**src/shared/tcc_pkg.sv**
```systemverilog
// Constants and types for the trace capture controller.
// Assumes a single 40 MHz sample clock; registers reached over a plain strobe port.
// Function
// Row matches when all defined bits agree
// External event is OR of enabled rows
// Pattern bit i watches channel i
// Buffer depth 32768, pointer sized to fit
// Start on run, event, counter, sequence
// Events A to D selectable as start
// Stop on event, counter, sequence, length
// Stop halts writes until next start
// Disable on event, counter, sequence, full, length
// Disabled trace ignores starts until reenabled
// Host reenables via command without download
// Full buffer disables or requests breakpoint
// One high, zero low, X masks
// Inclusive inside with ends, exclusive outside
// Length loads on start, decrements, acts at zero
// Disable beats start in same cycle
package tcc_pkg;
	localparam int unsigned CH_W        = 16;
	localparam int unsigned ROWS        = 4;
	localparam int unsigned DEPTH       = 32768;
	localparam int unsigned PTR_W       = 15;
	localparam int unsigned SAMPLE_W    = 32;
	localparam logic [3:0]  RA_ROW_BASE = 4'h0; // Rows 0..3: pattern care/level
	localparam logic [3:0]  RA_RANGE    = 4'h4; // Range beg/end
	localparam logic [3:0]  RA_SRC      = 4'h5; // Start/stop/disable source select
	localparam logic [3:0]  RA_LEN      = 4'h6;
	localparam logic [3:0]  RA_CTRL     = 4'h7;
	localparam logic [3:0]  RA_STAT     = 4'h8;
	localparam logic [3:0]  RA_IRQ      = 4'h9;
	localparam logic [3:0]  RA_MASK     = 4'hA;
	localparam logic [3:0]  RA_PTR      = 4'hB;
	// Source select positions: start/stop/disable fields of 8 bits each (run,A,B,C,D,cnt,seq,len); full disable and full break are single bits
	localparam int unsigned SRC_START   = 0;
	localparam int unsigned SRC_STOP    = 8;
	localparam int unsigned SRC_DIS     = 16;
	localparam int unsigned SRC_FULL_DIS = 24;
	localparam int unsigned SRC_FULL_BRK = 25;
	// Control bits
	localparam int unsigned CTL_ROW_EN  = 0;  // 4 bits
	localparam int unsigned CTL_INCLUSIVE_RANGE_MODE    = 4;
	localparam int unsigned CTL_RANGE_EN = 5;
	localparam int unsigned CTL_REEN    = 8;  // Write one: reenable command
	localparam int unsigned CTL_CLR     = 9;  // Write one: reset pointer and full
	// Interrupt status bits
	localparam int unsigned IRQ_FULL    = 0;
	localparam int unsigned IRQ_DIS     = 1;
	localparam int unsigned IRQ_BRK     = 2;
	localparam logic [31:0] RST_ZERO    = 32'h0000_0000;
	typedef enum logic [1:0] {
		TCC_IDLE = 2'b00,
		TCC_RUN  = 2'b01,
		TCC_DIS  = 2'b11
	} tcc_state_e;
endpackage

```
**src/hw/tcc_trace_capture.sv**
```systemverilog
// Trace capture controller: pattern events, start/stop/disable control, buffer.
// Assumes probes are asynchronous, event inputs are on sys_clk.
`timescale 1ns/1ps
module tcc_trace_capture
	import tcc_pkg::*;
#(
	parameter int unsigned SW = tcc_pkg::SAMPLE_W
)
(
	input  wire logic                    sys_clk,
	input  wire logic                    rst_n,
	input  wire logic [tcc_pkg::CH_W-1:0] probe_in,
	input  wire logic [SW-1:0]           bus_sample,
	input  wire logic                    target_running,
	input  wire logic [3:0]              event_bus,
	input  wire logic                    counter_zero,
	input  wire logic                    sequence_done,
	input  wire logic [3:0]              reg_addr,
	input  wire logic [31:0]             reg_wdata,
	input  wire logic                    reg_wr,
	input  wire logic                    reg_rd,
	output logic      [31:0]             reg_rdata,
	output logic                         hw_break_req,
	output logic                         irq,
	output logic                         trace_active
);
	//////////////////////////////////////////////////////////////////////////////
	// Functions
	function automatic logic row_hit(input logic [CH_W-1:0] care, input logic [CH_W-1:0] lvl,
		input logic [CH_W-1:0] ch);
		row_hit = ((ch ~^ lvl) & care) == care;
	endfunction

	function automatic logic sel_hit(input logic [7:0] sel, input logic [7:0] src);
		sel_hit = |(sel & src);
	endfunction

	//////////////////////////////////////////////////////////////////////////////
	// Registers
	logic [CH_W-1:0]  care_r [ROWS];
	logic [CH_W-1:0]  lvl_r  [ROWS];
	logic [31:0]      range_r;
	logic [31:0]      src_r;
	logic [PTR_W:0]   len_r;
	logic [7:0]       ctrl_r;
	logic [2:0]       stat_r;
	logic [2:0]       mask_r;
	logic [CH_W-1:0]  probe_s1_r;
	logic [CH_W-1:0]  probe_s2_r;
	logic             run_d_r;
	logic             started_r;
	logic [PTR_W:0]   cnt_r;
	logic [PTR_W-1:0] wptr_r;
	logic             full_r;
	logic             break_r;
	logic [31:0]      rdata_r;
	logic [SW-1:0]    mem_r [DEPTH];
	tcc_state_e       state_r;
	tcc_state_e       state_nxt;

	//////////////////////////////////////////////////////////////////////////////
	// Probe synchroniser
	always_ff @(posedge sys_clk or negedge rst_n)
	begin
		if (!rst_n)
		begin
			probe_s1_r <= '0;
			probe_s2_r <= '0;
		end
		else
		begin
			probe_s1_r <= probe_in;
			probe_s2_r <= probe_s1_r;
		end
	end

	//////////////////////////////////////////////////////////////////////////////
	// Event forming
	logic [ROWS-1:0] row_match;
	genvar gi;
	generate
		for (gi = 0; gi < ROWS; gi++)
		begin : g_row
			assign row_match[gi] = ctrl_r[CTL_ROW_EN+gi] & row_hit(care_r[gi], lvl_r[gi], probe_s2_r);
		end
	endgenerate
	wire [15:0] rng_beg   = range_r[15:0];
	wire [15:0] rng_end   = range_r[31:16];
	wire        in_range  = (probe_s2_r >= rng_beg) && (probe_s2_r <= rng_end);
	wire        out_range = (probe_s2_r < rng_beg) || (probe_s2_r > rng_end);
	wire        range_ok  = !ctrl_r[CTL_RANGE_EN] ||
		(ctrl_r[CTL_INCLUSIVE_RANGE_MODE] ? in_range : out_range);
	wire        ext_event = (|row_match) & range_ok;
	// Event A also carries the external-channel event
	wire [3:0]  events    = event_bus | {3'b000, ext_event};

	//////////////////////////////////////////////////////////////////////////////
	// Condition decode
	wire        run_rise  = target_running & ~run_d_r;
	wire        len_zero  = started_r && (cnt_r == '0);
	wire [7:0]  srcs      = {len_zero, sequence_done, counter_zero, events, run_rise};
	wire        start_c   = sel_hit(src_r[SRC_START+:8], {1'b0, srcs[6:0]});
	wire        stop_c    = sel_hit(src_r[SRC_STOP+:8], srcs);
	wire        full_dis  = full_r & src_r[SRC_FULL_DIS];
	wire        dis_c     = sel_hit(src_r[SRC_DIS+:8], srcs) | full_dis;
	wire        reen_cmd  = reg_wr && reg_addr == RA_CTRL && reg_wdata[CTL_REEN];
	wire        clr_cmd   = reg_wr && reg_addr == RA_CTRL && reg_wdata[CTL_CLR];
	wire        writing   = (state_r == TCC_RUN) && !full_r && !dis_c && !stop_c;

	always_comb
	begin
		state_nxt = state_r;
		case (state_r)
			TCC_IDLE:
			begin
				if (dis_c)
					state_nxt = TCC_DIS;
				else if (start_c)
					state_nxt = TCC_RUN;
			end
			TCC_RUN:
			begin
				if (dis_c)
					state_nxt = TCC_DIS;
				else if (stop_c)
					state_nxt = TCC_IDLE;
			end
			TCC_DIS:
			begin
				// Later starts are ignored here
				if (reen_cmd)
					state_nxt = TCC_RUN;
			end
			default:
				state_nxt = TCC_IDLE;
		endcase
	end

	always_ff @(posedge sys_clk or negedge rst_n)
	begin
		if (!rst_n)
			state_r <= TCC_IDLE;
		else
			state_r <= state_nxt;
	end

	//////////////////////////////////////////////////////////////////////////////
	// Length counter
	always_ff @(posedge sys_clk or negedge rst_n)
	begin
		if (!rst_n)
		begin
			cnt_r     <= '0;
			started_r <= 1'b0;
			run_d_r   <= 1'b0;
		end
		else
		begin
			run_d_r <= target_running;
			if (start_c && state_r != TCC_DIS)
			begin
				cnt_r     <= len_r;
				started_r <= 1'b1;
			end
			else if (len_zero)
				started_r <= 1'b0;
			else if (writing && cnt_r != '0)
				cnt_r <= cnt_r - 1'b1;
		end
	end

	//////////////////////////////////////////////////////////////////////////////
	// Buffer write
	always_ff @(posedge sys_clk or negedge rst_n)
	begin
		if (!rst_n)
		begin
			wptr_r  <= '0;
			full_r  <= 1'b0;
		end
		else
		begin
			if (clr_cmd)
			begin
				wptr_r <= '0;
				full_r <= 1'b0;
			end
			else if (writing)
			begin
				wptr_r <= wptr_r + 1'b1;
				if (wptr_r == PTR_W'(DEPTH - 1))
					full_r <= 1'b1;
			end
		end
	end

	// Breakpoint request holds until clear or reenable
	always_ff @(posedge sys_clk or negedge rst_n)
	begin
		if (!rst_n)
			break_r <= 1'b0;
		else if (clr_cmd || reen_cmd)
			break_r <= 1'b0;
		else if (full_r && src_r[SRC_FULL_BRK])
			break_r <= 1'b1;
	end

	always_ff @(posedge sys_clk)
	begin
		if (writing)
			mem_r[wptr_r] <= bus_sample;
	end

	//////////////////////////////////////////////////////////////////////////////
	// Register port
	// Status events are one-cycle pulses, not levels
	wire        full_evt  = writing && (wptr_r == PTR_W'(DEPTH - 1));
	wire        dis_evt   = (state_nxt == TCC_DIS) && (state_r != TCC_DIS);
	wire        brk_evt   = full_r && src_r[SRC_FULL_BRK] && !break_r && !clr_cmd && !reen_cmd;
	wire [2:0]  irq_ev    = {brk_evt, dis_evt, full_evt};
	wire        rd_row    = reg_addr < RA_RANGE;
	wire [1:0]  row_ix    = reg_addr[1:0];
	wire        wr_row    = reg_wr && rd_row;
	wire        wr_range  = reg_wr && (reg_addr == RA_RANGE);
	wire        wr_src    = reg_wr && (reg_addr == RA_SRC);
	wire        wr_len    = reg_wr && (reg_addr == RA_LEN);
	wire        wr_ctrl   = reg_wr && (reg_addr == RA_CTRL);
	wire        wr_irq    = reg_wr && (reg_addr == RA_IRQ);
	wire        wr_mask   = reg_wr && (reg_addr == RA_MASK);
	wire [2:0]  irq_clr   = wr_irq ? reg_wdata[2:0] : 3'b000;
	// Event set wins over write-one clear
	wire [2:0]  stat_nxt  = (stat_r & ~irq_clr) | irq_ev;
	logic [31:0] rd_mux;

	always_comb
	begin
		rd_mux = RST_ZERO;
		case (reg_addr)
			RA_ROW_BASE, 4'h1, 4'h2, 4'h3:
				rd_mux = {care_r[row_ix], lvl_r[row_ix]};
			RA_RANGE:
				rd_mux = range_r;
			RA_SRC:
				rd_mux = src_r;
			RA_LEN:
				rd_mux = {16'h0000, len_r};
			RA_CTRL:
				rd_mux = {24'h000000, ctrl_r};
			RA_STAT:
				rd_mux = {12'h000, cnt_r, full_r, break_r, state_r};
			RA_IRQ:
				rd_mux = {29'h0000000, stat_r};
			RA_MASK:
				rd_mux = {29'h0000000, mask_r};
			RA_PTR:
				rd_mux = {17'h00000, wptr_r};
			default:
				rd_mux = RST_ZERO;
		endcase
	end

	always_ff @(posedge sys_clk or negedge rst_n)
	begin
		if (!rst_n)
		begin
			for (int i = 0; i < ROWS; i++)
			begin
				care_r[i] <= '0;
				lvl_r[i]  <= '0;
			end
		end
		else if (wr_row)
		begin
			care_r[row_ix] <= reg_wdata[31:16];
			lvl_r[row_ix]  <= reg_wdata[15:0];
		end
	end

	always_ff @(posedge sys_clk or negedge rst_n)
	begin
		if (!rst_n)
			range_r <= RST_ZERO;
		else if (wr_range)
			range_r <= reg_wdata;
	end

	always_ff @(posedge sys_clk or negedge rst_n)
	begin
		if (!rst_n)
			src_r <= RST_ZERO;
		else if (wr_src)
			src_r <= reg_wdata;
	end

	always_ff @(posedge sys_clk or negedge rst_n)
	begin
		if (!rst_n)
			len_r <= '0;
		else if (wr_len)
			len_r <= reg_wdata[PTR_W:0];
	end

	// Command bits 8 and 9 are not stored
	always_ff @(posedge sys_clk or negedge rst_n)
	begin
		if (!rst_n)
			ctrl_r <= '0;
		else if (wr_ctrl)
			ctrl_r <= {2'b00, reg_wdata[5:0]};
	end

	always_ff @(posedge sys_clk or negedge rst_n)
	begin
		if (!rst_n)
			mask_r <= '0;
		else if (wr_mask)
			mask_r <= reg_wdata[2:0];
	end

	always_ff @(posedge sys_clk or negedge rst_n)
	begin
		if (!rst_n)
			stat_r <= '0;
		else
			stat_r <= stat_nxt;
	end

	// Read data stands only in the cycle after the strobe
	always_ff @(posedge sys_clk or negedge rst_n)
	begin
		if (!rst_n)
			rdata_r <= RST_ZERO;
		else
			rdata_r <= reg_rd ? rd_mux : RST_ZERO;
	end

	assign reg_rdata    = rdata_r;
	assign irq          = |(stat_r & mask_r);
	assign hw_break_req = break_r;
	assign trace_active = (state_r == TCC_RUN);
endmodule

```
**config.mk**
```make
export PLATFORM = sky130hd
export DESIGN_NAME = tcc_trace_capture
export DESIGN_NICKNAME = d
export VERILOG_FILES = /design/src/shared/tcc_pkg.sv /design/src/hw/tcc_trace_capture.sv
export SDC_FILE = /design/constraint.sdc
export NUM_CORES = 1
export LEC_CHECK = 0
export ABC_CLOCK_PERIOD_IN_PS = 3600
export BUFFER_PORTS_ARGS = -buffer_cell sky130_fd_sc_hd__buf_2
export CAP_MARGIN = 20
export CORE_ASPECT_RATIO = 1.75
export CORE_UTILIZATION = 60
export DETAILED_ROUTE_END_ITERATION = 8
export PLACE_DENSITY = 0.9
export SLEW_MARGIN = 20
export SYNTH_ARGS = -nofsm -noshare
export SYNTH_HDL_FRONTEND = slang
export SYNTH_SLANG_ARGS = --single-unit
```
**constraint.sdc**
```tcl
create_clock -name sys_clk -period 3.6 [get_ports sys_clk]
set_input_delay 0.72 -clock sys_clk [delete_from_list [all_inputs] [get_ports sys_clk]]
set_output_delay 0.72 -clock sys_clk [all_outputs]
set_load 0.005 [all_outputs]
```
==> run_results.csv, run 1 <==
group,metric,value,unit
layout,final_area,17500,µm²
clock_tree,cts_setup_buffers,0,
synth,syn_avg_cell_area,12.5,µm²
timing,slew_viol_final,0,
synth,synth-edff-count,0,
setup_path,path_class,"flip-flop to flip-flop",
setup_path,cp_slowest_cell,"a2111oi_0",
setup_path,path_buf_inv,1,
timing,fmax,0.299,GHz
floorplanning,die_h,215,µm
timing,slew_headroom,41.5,%
floorplanning,die-area,26600,µm²
layout,syn2layout_area_growth,12.8,%
placement,gp_congestion,0.994,
synth,ys_async_sr_fraction,100,%
synth,syn_inst,1243,
global_routing,grt_max_degree,87,
global_routing,gr-total-overflow,0,
setup_path,cp_max_fo,14,
setup_path,critPathMaxStageDelay,520,ps
clock_tree,cts_hold_buf,0,
layout,layout.nets,1477,
layout,layout.cells.most_common_list,"dfrtp_1, mux2_2, buf_2, xor2_1, nand2_1",
synth,syn-num-nets,1372,
synth,yosysWarnings,0,
setup_path,path_cells,"ha_1 -> nand4_1 -> nor3_1 -> o21ai_0 -> a311o_1 -> o2111a_1 -> buf_4 -> a2111oi_0 -> xnor2_1 -> o21ai_1",
global_routing,grt_antenna_before_repair,1,
clock_tree,clock_sinks,321,
timing,hold_viol,0,
clock_tree,clock_path_buffers,3,
setup_path,critPathArrivalTime,3780,ps
route,wl_met1,16400,µm
global_routing,grtUsageTotal,38.1,%
power_and_ir_drop,power_leakage,7.86,nW
placement,dp_cells,1633,
outcome,outcome,"finished clean",
floorplanning,rows,77,
setup_path,cp-end-kind,"flip-flop",
power_and_ir_drop,vdd_ir_drop_max,0.442,mV
timing,final.setup_skew,15.8,ps
timing,tns,0,ps
route,ant_nets,0,
layout,layout_commonest_cell,"dfrtp_1",
setup_path,crit_required,4040,ps
placement,dp_hpwl,35100,µm
layout,fill_cells,1715,
route,vias,11700,
power_and_ir_drop,power,10.9,mW
synth,yosysSeqAreaShare,51.7,%
timing,setup_violations,0,
floorplanning,initial_core_util,61.3,%
timing,rsz0062_at_grt,"false",
setup_path,start_kind,"flip-flop",
synth,synth_ff_type,"dfrtp_1",
synth,yosys.area.top_type,"dfrtp_1",
route,highest_layer,"met4",
route,vias_per_cell,6.96,
synth,netlist.area_leader.share,51.7,%
timing,min_period_over_period,92.8,%
placement,placed_cell_area,16600,µm²
route,drc,0,
setup_path,r2r_slack,260,ps
global_routing,grt_first_pass_wirelength,73100,µm
clock_tree,clk-insertion-delay-late,580,ps
route,post_drt_wl_per_cell,28.8,µm
setup_path,critPathTopFamily,"compound AO/OA/AOI/OAI gates",
clock_tree,cts_tree,"yes",
synth,yosysUniqueCellTypes,59,
synth,netlist_area,15500,µm²
route,drt-total-wl,48600,µm
synth,ys_seq_elements,321,
clock_tree,htree_levels,1,
power_and_ir_drop,pwr_density_cell,620,nW/µm²
route,drt-pass1-iter-count,9,
clock_tree,numCtsBuffers,29,
floorplanning,ioPinCount,130,
route,met2_length,23100,µm
route,drtIter0Drc,1223,
placement,port_buffers,97,
route,wl_met3,3590,µm
job,cap_violations,0,
layout,drive_above_1_share,33.3,%
min_path,holdCritPathClass,"input port to asynchronous set/reset pin",
layout,fin_cells,1686,
timing,fin_crit,3340,ps
global_routing,grt_pass1_vias,12200,
synth,synthTopCellsByArea,"dfrtp_1, mux2_2, mux4_2",
clock_tree,ctsResizeCount,0,
floorplanning,core,25300,µm²
floorplanning,die_width,124,µm
timing,worst-slew-pin-transition,878,ps
clock_tree,cts-root-buf,"clkbuf_16",
layout,utilization,69.2,%
clock_tree,cts.reportedPaths.clkPinSlew,70,ps
[cell usage after synthesis (32+ instances only)]
master,n
dfrtp_1,321
mux2_2,217
xor2_1,64
nand2_1,61
inv_1,51
a22oi_1,50
clkbuf_1,45
a21oi_1,36
a222oi_1,36
ha_1,34
mux4_2,32
nor2_1,32
[final cells by class]
cell class / count / area, µm² / share of cell area (%)
clock buffers: 36 / 772 / 4.40
diodes: 1 / 2.50 / 0.0143
multi-input cells: 805 / 7080 / 40.4
repair buffers: 140 / 893 / 5.09
clock inverters: 16 / 166 / 0.949
well taps: 316 / 395 / 2.25
inverters: 51 / 191 / 1.09
flip-flops and latches: 321 / 8030 / 45.8
[per-layer routing]
layer | vias to the layer above | global-route usage, %
li1 | 4866 | -
met1 | 5871 | 43.8
met2 | 709 | 59.2
met3 | 284 | 5.87
met4 | 0 | 36.1
met5 | - | 0
[cells by family (layout without fill, tap and decap cells)]
family                   Yosys count  in the layout  share of synthesized area [%]
buffers and inverters            117            243                           2.95
XOR/XNOR                          77             77                           4.34
adder cells (fa/ha/maj)           34             34                           2.74
other                              0              1                              0
multiplexers                     255            255                           20.7
AO/OA/AOI/OAI                    221            221                           10.5
flip-flops                       321            321                           51.7
AND/OR/NAND/NOR                  218            218                           7.04
[through the flow]
stage	hold WS (ps)	setup slack [ps]
after floorplan	331	773
after global placement	333	401
after detailed placement	335	379
after CTS	166	338
after global routing	202	89.4
final	133	260
[where the power goes]
part / switching (mW) / internal [mW]
Combinational: 1.29 / 1.21
Clock: 1.39 / 1.74
Sequential: 0.895 / 4.34
Total: 3.58 / 7.29
[final timing paths]
check | startpoint | end | cells past startpoint
worst max-delay path | probe_s2_r[15] | cnt_r[5] | 10
worst min-delay path | rst_n | probe_s2_r[14] | 1
worst max register to register | probe_s2_r[15] | cnt_r[5] | 10
worst min register to register | probe_s1_r[14] | probe_s2_r[14] | 0
max in group asynchronous | rst_n | probe_s2_r[2] | 2
min in group sys_clk | probe_in[15] | probe_s1_r[15] | 1
[flip-flops by register name (all words and copies together), names as in the netlist]
register      cells
wptr_r           15
stat_r            3
mask_r            3
len_r            16
probe_s2_r       16
state_r           2
src_r            32
cnt_r            16
lvl_r            64
run_d_r           1
care_r           64
ctrl_r            6
started_r         1
range_r          32
hw_break_req      1
reg_rdata        32
probe_s1_r       16
full_r            1
No activity file was read; power rests on OpenSTA's default activity.
==> run 2: changes to the inputs <==
Settings changed: CELL_PAD_IN_SITES_DETAIL_PLACEMENT from default to 2, CELL_PAD_IN_SITES_GLOBAL_PLACEMENT from default to 2, CORE_UTILIZATION 60 to 42, GPL_TIMING_DRIVEN from default to 0, PLACE_DENSITY 0.9 to 0.91.
==> run 2 against run 1 <==
Net effect:
- the run now ends with setup timing left
- cell count grew 10%
- maximum frequency decreased by 9.1%
- flip-flop and latch count is the same
- power is 6.3% higher
- critical path type is now input port to flip-flop
- critical endpoint is now reg_rdata[22]
==> run_results.csv, run 2 (synthesis gave the netlist of run 1 again) <==
group,metric,value,unit
job,cap_violations,0,
timing,tns,-207,ps
setup_path,crit_top_cell,"clkbuf_1",
layout,fin_cells,1862,
setup_path,cp-end-kind,"flip-flop",
setup_path,critPathArrivalTime,4170,ps
clock_tree,cts_tree,"yes",
power_and_ir_drop,vdd_ir_drop_max,0.452,mV
route,drt-pass1-iter-count,9,
placement,dp_hpwl,49600,µm
clock_tree,htree_levels,1,
floorplanning,ioPinCount,130,
outcome,violations,"setup timing",
timing,slew_headroom,17.4,%
floorplanning,die-area,37800,µm²
setup_path,path_buf_inv,4,
outcome,outcome,"finished with violations",
floorplanning,rows,92,
clock_tree,numCtsBuffers,30,
layout,top_regs,"care_r: 64 flops, lvl_r: 64 flops",
global_routing,grt_first_pass_wirelength,99000,µm
route,drt-total-wl,68100,µm
timing,fin_crit,3680,ps
layout,layout_commonest_cell,"dfrtp_1",
global_routing,grtUsageTotal,37.0,%
layout,syn2layout_area_growth,14.5,%
floorplanning,core,36300,µm²
setup_path,cp_max_fo,10,
layout,drive_above_1_share,30.6,%
floorplanning,die_width,147,µm
power_and_ir_drop,power,11.6,mW
timing,worst-slew-pin-transition,1240,ps
power_and_ir_drop,pwr_density_cell,650,nW/µm²
route,vias,12200,
timing,hold_viol,0,
floorplanning,die_h,256,µm
floorplanning,initial_core_util,42.9,%
timing,rsz0062_at_grt,"false",
setup_path,path_class,"input port to flip-flop",
placement,dp_cells,1805,
clock_tree,cts-root-buf,"clkbuf_16",
route,drtIter0Drc,1052,
setup_path,crit_required,4090,ps
layout,layout.cells.most_common_list,"dfrtp_1, mux2_2, buf_2, xor2_1, nand2_1",
clock_tree,clk-insertion-delay-late,610,ps
timing,setup_violations,5,
placement,gp_congestion,0.985,
route,post_drt_wl_per_cell,36.5,µm
power_and_ir_drop,power_leakage,7.77,nW
global_routing,grt_pass1_vias,13900,
clock_tree,clock_path_buffers,3,
route,ant_nets,0,
timing,slew_viol_final,0,
global_routing,grt_antenna_before_repair,0,
setup_path,path_cells,"buf_2 -> clkbuf_1 -> nor3b_1 -> clkbuf_1 -> clkbuf_1 -> a222oi_1 -> nor2_1",
setup_path,critPathTopFamily,"buffers and inverters",
clock_tree,cts.reportedPaths.clkPinSlew,70,ps
timing,fmax,0.272,GHz
route,drc,0,
route,vias_per_cell,6.57,
min_path,holdCritPathClass,"input port to asynchronous set/reset pin",
clock_tree,cts_hold_buf,0,
placement,port_buffers,89,
timing,min_period_over_period,102,%
global_routing,gr-total-overflow,0,
setup_path,critPathMaxStageDelay,1060,ps
setup_path,cp_slowest_cell,"nor3b_1",
timing,worst_slack,-75.6,ps
layout,layout.nets,1498,
setup_path,start_kind,"input port",
clock_tree,clock_sinks,321,
timing,final.setup_skew,16.4,ps
global_routing,grt_max_degree,89,
-- run 2: cell count changes in the layout (fill, tap and decap cells not counted), sizes merged --
cell	change
clkbuf	+53
buf	-26
clkinv	-6
clkinvlp	+1
-- run 2: layer usage --
metal / global-route usage, % / up-vias / wire, µm
met1: 37.3 / 6353 / 21900
met4: 33.9 / 0 / 7600
met2: 64.2 / 670 / 34500
met3: 6.53 / 309 / 4010
met5: 0 / - / 0
li1: - / 4909 / -
-- run 2: power breakdown --
group	internal (mW)	total, mW	switching [mW]
registers	4.34	5.36	1.02
logic	1.21	2.81	1.60
clock network	1.87	3.39	1.51
total	7.43	11.6	4.14
-- run 2: through the flow --
stage	worst slack, ps	hold slack [ps]	utilization, %	area, µm²
global placement	-4310	331	45.7	16600
finish	-75.6	136	49.1	17800
detailed placement	-541	336	46.0	16700
global route	35.9	169	49.1	17800
CTS	18.3	145	48.9	17700
floorplan	773	331	-	15500
-- run 2: final timing paths --
check / depth (start not counted) / endpoint / slack, ps / startpoint
max in group asynchronous: 4 / reg_rdata[3] / 1740 / rst_n
min reg2reg: 0 / probe_s2_r[0] / 350 / probe_s1_r[0]
min in group sys_clk: 1 / probe_s1_r[0] / 220 / probe_in[0]
max: 7 / reg_rdata[22] / -80 / reg_addr[0]
max reg2reg: 10 / wptr_r[12] / 100 / probe_s2_r[15]
min: 1 / lvl_r[56] / 140 / rst_n
-- run 2: layout make-up --
class	instances	area, µm²
antenna	1	2.50
inverter	51	191
multi-input combinational	805	7140
sequential	321	8040
clock buffer	43	860
fill	3536	18500
tap	470	588
clock inverter	11	148
timing repair buffer	95	564
buffer	65	268
-- run 2: what timing repair did --
item	4_1_cts	5_1_grt
setup endpoints to repair	32	30
gates resized for setup	7	13
setup buffers	2	0
pin swaps	1	0
